### src/hw/io_ports_pkg.sv
package io_ports_pkg;

  // ************************************************************
  // widths
  // ************************************************************
  localparam int PORT_W = 8;
  localparam int FIRST_W = 4;
  localparam int ADDR_W = 5;

  // ************************************************************
  // file addresses of the port data registers
  // ************************************************************
  localparam logic [ADDR_W-1:0] ADDR_FIRST = 5'h05;
  localparam logic [ADDR_W-1:0] ADDR_SECOND = 5'h06;
  localparam logic [ADDR_W-1:0] ADDR_THIRD = 5'h07;

  // ************************************************************
  // reset values
  // ************************************************************
  localparam logic [PORT_W-1:0] DIR_RESET = 8'hff;
  localparam logic [PORT_W-1:0] DRIVE_RESET = ~DIR_RESET;
  localparam logic [PORT_W-1:0] RD_RESET = 8'h00;
  localparam logic [PORT_W-FIRST_W-1:0] FIRST_UNUSED = 4'h0;

  typedef enum logic [1:0] {
    SEL_NONE = 2'b00,
    SEL_FIRST = 2'b01,
    SEL_SECOND = 2'b10,
    SEL_THIRD = 2'b11
  } port_sel_t;

  function automatic port_sel_t addr_to_port(
    input logic [ADDR_W-1:0] addr
  );
    port_sel_t sel;
    sel = SEL_NONE;
    if (addr == ADDR_FIRST) begin
      sel = SEL_FIRST;
    end else if (addr == ADDR_SECOND) begin
      sel = SEL_SECOND;
    end else if (addr == ADDR_THIRD) begin
      sel = SEL_THIRD;
    end
    return sel;
  endfunction : addr_to_port

endpackage : io_ports_pkg

### src/hw/port_ctl_if.sv
interface port_ctl_if;
  import io_ports_pkg::*;

  logic wr_en;
  port_sel_t wr_sel;
  logic [PORT_W-1:0] wr_data;
  logic load_en;
  port_sel_t load_sel;
  logic [PORT_W-1:0] load_data;
  logic [PORT_W-1:0] latch_first;
  logic [PORT_W-1:0] latch_second;
  logic [PORT_W-1:0] latch_third;
  logic [PORT_W-1:0] drive_first;
  logic [PORT_W-1:0] drive_second;
  logic [PORT_W-1:0] drive_third;

  modport ctrl (
    output wr_en, wr_sel, wr_data, load_en, load_sel, load_data,
    input latch_first, latch_second, latch_third,
    input drive_first, drive_second, drive_third
  );
  modport latches (
    input wr_en, wr_sel, wr_data,
    output latch_first, latch_second, latch_third
  );
  modport direction (
    input load_en, load_sel, load_data,
    output drive_first, drive_second, drive_third
  );
endinterface : port_ctl_if

### src/hw/io_ports.sv
// Function
// - a port read returns the live pin levels, except the third port on small variants, which returns its latch.
// - every reset makes all pins inputs by setting every direction bit.
// - the first port has four pins and its upper four bits read zero.
// - the second port is a full eight-bit pin register.
// - the third port has pins on large variants, else is plain storage.
// - direction bits load from the work value only on the load command.
// - direction 1 floats the driver, 0 drives the latch onto the pin.
// - a driven pin held the other way by outside reads the outside level.
// - a latch holds its value until the port is written again.
// - reads sample the pins at the read, with no input holding.
// - each pin is set as input or output on its own.
module io_ports
  import io_ports_pkg::*;
#(
  parameter bit HAS_THIRD_PINS = 1'b1 // large variant with third pins
)(
  input wire logic clk_sys, // core clock, 200 MHz
  input wire logic resetn, // power-on, clear or watchdog reset
  input wire logic clk_en, // freezes all state while low
  input wire logic file_wr, // core writes a file register
  input wire logic file_rd, // core reads a file register
  input wire logic [ADDR_W-1:0] file_addr, // file register address
  input wire logic [PORT_W-1:0] file_wdata, // write data
  input wire logic dir_load, // direction load command executes
  input wire logic [ADDR_W-1:0] dir_addr, // port named by the command
  input wire logic [PORT_W-1:0] work_value, // working register value
  output logic [PORT_W-1:0] file_rdata, // read data
  output logic file_rvalid, // read data valid, one cycle
  input wire logic [FIRST_W-1:0] first_group_pin_in, // first pins in
  output logic [FIRST_W-1:0] first_group_pin_out, // first pins out
  output logic [FIRST_W-1:0] first_group_pin_oe, // first pins drive
  input wire logic [PORT_W-1:0] second_group_pin_in, // second pins in
  output logic [PORT_W-1:0] second_group_pin_out, // second pins out
  output logic [PORT_W-1:0] second_group_pin_oe, // second pins drive
  input wire logic [PORT_W-1:0] third_group_pin_in, // third pins in
  output logic [PORT_W-1:0] third_group_pin_out, // third pins out
  output logic [PORT_W-1:0] third_group_pin_oe // third pins drive
);

  // ************************************************************
  // state
  // ************************************************************
  typedef struct packed {
    logic [PORT_W-1:0] rdata;
    logic rvalid;
  } top_state_t;

  top_state_t state;
  top_state_t next_state;
  port_sel_t rd_sel;

  port_ctl_if ctl ();

  // ************************************************************
  // command decode
  // ************************************************************
  assign ctl.wr_en = file_wr;
  assign ctl.wr_sel = addr_to_port(file_addr);
  assign ctl.wr_data = file_wdata;
  assign ctl.load_en = dir_load;
  assign ctl.load_sel = addr_to_port(dir_addr);
  assign ctl.load_data = work_value;
  assign rd_sel = addr_to_port(file_addr);

  port_data_latches u_latches (
    .clk_sys(clk_sys),
    .clk_en(clk_en),
    .ctl(ctl.latches)
  );

  port_direction_regs #(
    .HAS_THIRD_PINS(HAS_THIRD_PINS)
  ) u_direction (
    .clk_sys(clk_sys),
    .resetn(resetn),
    .clk_en(clk_en),
    .ctl(ctl.direction)
  );

  // ************************************************************
  // read path
  // ************************************************************
  // pins are sampled only at the read edge; nothing holds them before
  always_comb begin
    next_state = state;
    next_state.rvalid = 1'b0;
    if (file_rd && rd_sel != SEL_NONE) begin
      next_state.rvalid = 1'b1;
      case (rd_sel)
        SEL_FIRST: begin
          next_state.rdata = {FIRST_UNUSED, first_group_pin_in};
        end
        SEL_SECOND: next_state.rdata = second_group_pin_in;
        SEL_THIRD: begin
          if (HAS_THIRD_PINS) begin
            next_state.rdata = third_group_pin_in;
          end else begin
            next_state.rdata = ctl.latch_third;
          end
        end
        default: next_state.rdata = RD_RESET;
      endcase
    end
  end

  always_ff @(posedge clk_sys or negedge resetn) begin
    if (!resetn) begin
      state <= '{rdata: RD_RESET, rvalid: 1'b0};
    end else if (clk_en) begin
      state <= next_state;
    end
  end

  // ************************************************************
  // outputs
  // ************************************************************
  assign file_rdata = state.rdata;
  assign file_rvalid = state.rvalid;
  assign first_group_pin_out = ctl.latch_first[FIRST_W-1:0];
  assign first_group_pin_oe = ctl.drive_first[FIRST_W-1:0];
  assign second_group_pin_out = ctl.latch_second;
  assign second_group_pin_oe = ctl.drive_second;
  assign third_group_pin_out = ctl.latch_third;
  assign third_group_pin_oe = ctl.drive_third;

endmodule : io_ports

### src/hw/port_data_latches.sv
module port_data_latches
  import io_ports_pkg::*;
(
  input wire logic clk_sys, // core clock
  input wire logic clk_en, // freezes state while low
  port_ctl_if.latches ctl // write side and latch outputs
);

  typedef struct packed {
    logic [PORT_W-1:0] first;
    logic [PORT_W-1:0] second;
    logic [PORT_W-1:0] third;
  } latch_state_t;

  latch_state_t state;
  latch_state_t next_state;

  // ************************************************************
  // output latches
  // ************************************************************
  // written whatever the direction, so the value waits for the driver
  always_comb begin
    next_state = state;
    if (ctl.wr_en) begin
      case (ctl.wr_sel)
        SEL_FIRST: next_state.first = ctl.wr_data;
        SEL_SECOND: next_state.second = ctl.wr_data;
        SEL_THIRD: next_state.third = ctl.wr_data;
        default: next_state = state;
      endcase
    end
  end

  // no reset on purpose: unknown at power-on, kept over later resets
  always_ff @(posedge clk_sys) begin
    if (clk_en) begin
      state <= next_state;
    end
  end

  assign ctl.latch_first = state.first;
  assign ctl.latch_second = state.second;
  assign ctl.latch_third = state.third;

endmodule : port_data_latches

### src/hw/port_direction_regs.sv
module port_direction_regs
  import io_ports_pkg::*;
#(
  parameter bit HAS_THIRD_PINS = 1'b1 // third port has pins
)(
  input wire logic clk_sys, // core clock
  input wire logic resetn, // any reset, active low
  input wire logic clk_en, // freezes state while low
  port_ctl_if.direction ctl // load side and driver enables
);

  // drive bits are the inverted direction bits, kept so that the
  // pin enables leave straight from a flop
  typedef struct packed {
    logic [PORT_W-1:0] first;
    logic [PORT_W-1:0] second;
    logic [PORT_W-1:0] third;
  } drive_state_t;

  drive_state_t state;
  drive_state_t next_state;

  always_comb begin
    next_state = state;
    if (ctl.load_en) begin
      case (ctl.load_sel)
        SEL_FIRST: begin
          next_state.first = {FIRST_UNUSED, ~ctl.load_data[FIRST_W-1:0]};
        end
        SEL_SECOND: next_state.second = ~ctl.load_data;
        SEL_THIRD: begin
          if (HAS_THIRD_PINS) begin
            next_state.third = ~ctl.load_data;
          end
        end
        default: next_state = state;
      endcase
    end
  end

  always_ff @(posedge clk_sys or negedge resetn) begin
    if (!resetn) begin
      state <= {DRIVE_RESET, DRIVE_RESET, DRIVE_RESET};
    end else if (clk_en) begin
      state <= next_state;
    end
  end

  assign ctl.drive_first = state.first;
  assign ctl.drive_second = state.second;
  assign ctl.drive_third = state.third;

endmodule : port_direction_regs

### config.mk
export PLATFORM = sky130hd
export DESIGN_NAME = io_ports
export DESIGN_NICKNAME = d
export VERILOG_FILES = /design/src/hw/io_ports_pkg.sv /design/src/hw/port_ctl_if.sv /design/src/hw/io_ports.sv /design/src/hw/port_data_latches.sv /design/src/hw/port_direction_regs.sv
export SDC_FILE = /design/constraint.sdc
export NUM_CORES = 1
export LEC_CHECK = 0
export ABC_AREA = 1
export BUFFER_PORTS_ARGS = -buffer_cell sky130_fd_sc_hd__buf_2
export CORE_UTILIZATION = 40
export CTS_CLUSTER_SIZE = 40
export DETAILED_ROUTE_END_ITERATION = 10
export PLACE_DENSITY = 0.75
export SLEW_MARGIN = 0
export SYNTH_ARGS = -nofsm -noshare
export SYNTH_HDL_FRONTEND = slang
export SYNTH_SLANG_ARGS = --single-unit
### constraint.sdc
create_clock -name clk_sys -period 0.8 [get_ports clk_sys]
set_clock_uncertainty 0.05 [all_clocks]
set_input_delay 0.12 -clock clk_sys [delete_from_list [all_inputs] [get_ports clk_sys]]
set_output_delay 0.12 -clock clk_sys [all_outputs]
set_load 0.02 [all_outputs]
==> results.sh <==
export IMPL_status="finished with violations"
export IMPL_violations="negative setup slack"
export IMPL_max_freq_mhz=934.3
export IMPL_path_delay_family="flip-flops"
export IMPL_critPathBufInv=1
export IMPL_finalPower_mw=6.172
export IMPL_antenna_found_initial=0
export IMPL_slowest_stage="dfrtp_1"
export IMPL_async_flop_share_pct=59.18
export IMPL_syn2layout_area_growth_pct=91.58
export IMPL_setup_violations=85
export IMPL_h_tree_depth=2
export IMPL_globalplace_congestion=0.8696
export IMPL_crit_path_max_incr_delay_ps=440
export IMPL_dp_cells=357
export IMPL_synth_distinct_cells=19
export IMPL_die_h_um=72.01
export IMPL_utilization_pct=79.52
export IMPL_synthTopCellsByArea="dfrtp_1 (37%), edfxtp_1 (31%), nand2_1 (10%), nand3_1 (5.1%), o21ai_2 (4.0%)"
export IMPL_p_sw_mw=1.783
export IMPL_slew_limit_headroom_pct=76.76
export IMPL_power_frac_clock_pct=24.9
export IMPL_crit_type="reg -> out"
export IMPL_hold_viol=0
export IMPL_track_usage_pct=20.22
export IMPL_grt_max_degree=30
export IMPL_grt_pass1_vias=1788
export IMPL_crit_fanout=2
export IMPL_ys_seq_area_share_pct=67.65
export IMPL_synthMuxAreaShare_pct=0
export IMPL_core_mm2=0.004723
export IMPL_synth_edf_count=20
export IMPL_synth_compound_area_share_pct=7.084
export IMPL_grtUsageMet2_pct=37.53
export IMPL_hpwl_um=3399
export IMPL_drive_above_1_share_pct=61.86
export IMPL_p_per_area_mw_per_mm2=1643
export IMPL_synth_cell_area_mm2=0.001961
export IMPL_yosys_top_cells_count="nand2_1 (53), dfrtp_1 (29), edfxtp_1 (20), nand3_1 (20), nor2_1 (17)"
export IMPL_cp_end_kind="primary output"
export IMPL_worstPathArrival_ps=900
export IMPL_synth_simple_area_share_pct=22.21
export IMPL_synth_xor_xnor_area_share_pct=0
export IMPL_clk_pin_slew_ps=100
export IMPL_num_antenna_cells=0
export IMPL_syn_avg_cell_area_um2=10.89
export IMPL_synth_top_family_by_area="simple AND/OR/NAND/NOR gates"
export IMPL_path_cells="buf_6"
export IMPL_drv_slew=0
export IMPL_grt_use_met3_pct=3.333
export IMPL_synth_main_ff_cell="dfrtp_1"
export IMPL_drc=0
export IMPL_cts_buffer_depth=2
export IMPL_min_from="second_group_pin_in[7]"
export IMPL_cap_violations=0
export IMPL_drt_first_pass_iters=4
export IMPL_wl_um=6402
export IMPL_cts_root_buf="clkbuf_8"
export IMPL_cp_startpoint="u_direction.ctl.drive_second[2]"
export IMPL_synth_nets=232
export IMPL_routedWlPerCell_um=16.01
export IMPL_boundaryPins=101
export IMPL_grtUsageMet1_pct=22.82
export IMPL_crit_required_ps=630
export IMPL_vias=1933
export IMPL_cp_start_kind="register"
export IMPL_clk_latency_ps=300
export IMPL_yosys_warnings=0
export IMPL_dieArea_mm2=0.005185
export IMPL_syn_inst=180
export IMPL_worst_hold_slack_ps=119.7
export IMPL_worstHoldPathType="in -> reg"
export IMPL_routed_via_density=4.833
export IMPL_rsz0062_at_grt="true"
export IMPL_start_util_pct=41.51
export IMPL_numCtsBuffers=5
export IMPL_combPwrFrac_pct=26.7
export IMPL_post_synth_top_count_cell="nand2_1"
export IMPL_max_vdd_ir_drop_mv=1.012
export IMPL_synth_ff_latch_count=49
export IMPL_intPower_mw=4.388
export IMPL_switching_share_pct=28.90
export IMPL_rows=25
export IMPL_worst_slack_ps=-270.3
export IMPL_pwr_share_seq_pct=48.4
export IMPL_p_leak_nw=1.752
export IMPL_clock_sinks=49
export IMPL_grt_pass1_wl_um=7914
export IMPL_synth_top_area_cell="dfrtp_1"
export IMPL_drt_iter0_drc=92
export IMPL_ant_nets=0
export IMPL_grt_overflow_total=0
export IMPL_rr_startpoint="file_rdata[0]"
export IMPL_worst_slew_pin_transition_ps=346.0
export IMPL_yosysTopAreaCellShare_pct=37.01
export IMPL_stdcell_count=400
export IMPL_synthAdderAreaFrac_pct=0
export IMPL_fin_nets=384
export IMPL_die_w_um=72.01
export IMPL_cts_tree="yes"
export IMPL_min_period_over_period_pct=133.8
export IMPL_io_buffers=100
export IMPL_grt_busiest_layer="met2"
export IMPL_final_min_clock_period_ps=1070
==> kinds of logic after synthesis <==
group / after synthesis
DFF: 49
AOI/OAI and AO/OA: 21
buffers and inverters: 11
and+or+nand+nor: 99
==> layout by cell type (no fill, tap or decap), drive strengths merged <==
master / instances
buf: 130
clkbuf: 8
clkinv: 2
dfrtp: 29
dlygate4sd3: 17
edfxtp: 20
inv: 7
nand2: 53
nand3: 22
nand4: 1
nor2: 19
nor3: 2
nor4: 2
o21ai: 21
==> worst paths after layout <==
check                                             endpoint  slack, ps  cells after the start
setup / recovery                    second_group_pin_oe[2]       -270                      1
hold / removal                               file_rdata[7]        120                      5
setup reg to reg                             file_rdata[0]        -90                      3
hold reg to reg                              file_rdata[7]        450                      2
max in group asynchronous                    file_rdata[1]        220                      3
min in group asynchronous  u_direction.ctl.drive_second[3]        280                      3
==> layout make-up <==
cell class | count | area (µm²)
Fill cell | 266 | 967.2
Clock inverter | 2 | 13.76
Clock buffer | 6 | 82.58
Tap cell | 67 | 83.83
Sequential cell | 49 | 1326
Inverter | 7 | 57.56
Timing Repair Buffer | 149 | 1369
Multi-Input combinational cell | 120 | 823.3
==> sequential cells by signal, summed over array words and instances, names as in the netlist <==
register                      flops
file_rvalid                       1
file_rdata                        8
u_direction.ctl.drive_second      8
u_latches.ctl.latch_first         4
u_latches.ctl.latch_second        8
u_direction.ctl.drive_third       8
u_direction.ctl.drive_first       4
u_latches.ctl.latch_third         8
==> metal layers <==
metal  wire (µm)  vias up
met4         123        0
met5           0        -
met2        3467       77
li1            -      916
met1        2523      929
met3         287       11
==> power by group through the flow <==
stage	registers [mW]	logic (mW)	clock network (mW)
2_1_floorplan	3.21	0.274	0
3_3_place_gp	2.96	1.02	0
3_5_place_dp	2.96	1.03	0
4_1_cts	2.95	1.42	1.52
5_1_grt	3.00	1.75	1.66
6_report	2.98	1.65	1.54
==> what timing repair did <==
item | in CTS | in global routing
pin swaps | 2 | 17
gates resized for setup | 78 | 95
gates cloned | 1 | 2
endpoints found under the setup margin | 97 | 97
hold buffers | 17 | 0
hold endpoints to repair | 66 | 0
buffers inserted | 7 | 9
==> worst reg2reg max path, delay by kind of cell, from the launching register on <==
kind,cells,cell delay (ps)
AND/OR/NAND/NOR,2,160
flip-flops,1,430
buffers and inverters,1,150
==> through the flow <==
| step | instance area [µm²] | setup TNS (ps) | worst slack (ps) |
|---|---|---|---|
| 2_1_floorplan | 2067 | -6618 | -300.9 |
| 3_3_place_gp | 2768 | -19280 | -438.8 |
| 3_5_place_dp | 2768 | -19780 | -453.9 |
| 4_1_cts | 3333 | -10360 | -231.2 |
| 5_1_grt | 3756 | -14800 | -271.4 |
| 6_report | 3756 | -12360 | -270.3 |
No activity file was read; power rests on OpenSTA's default activity.
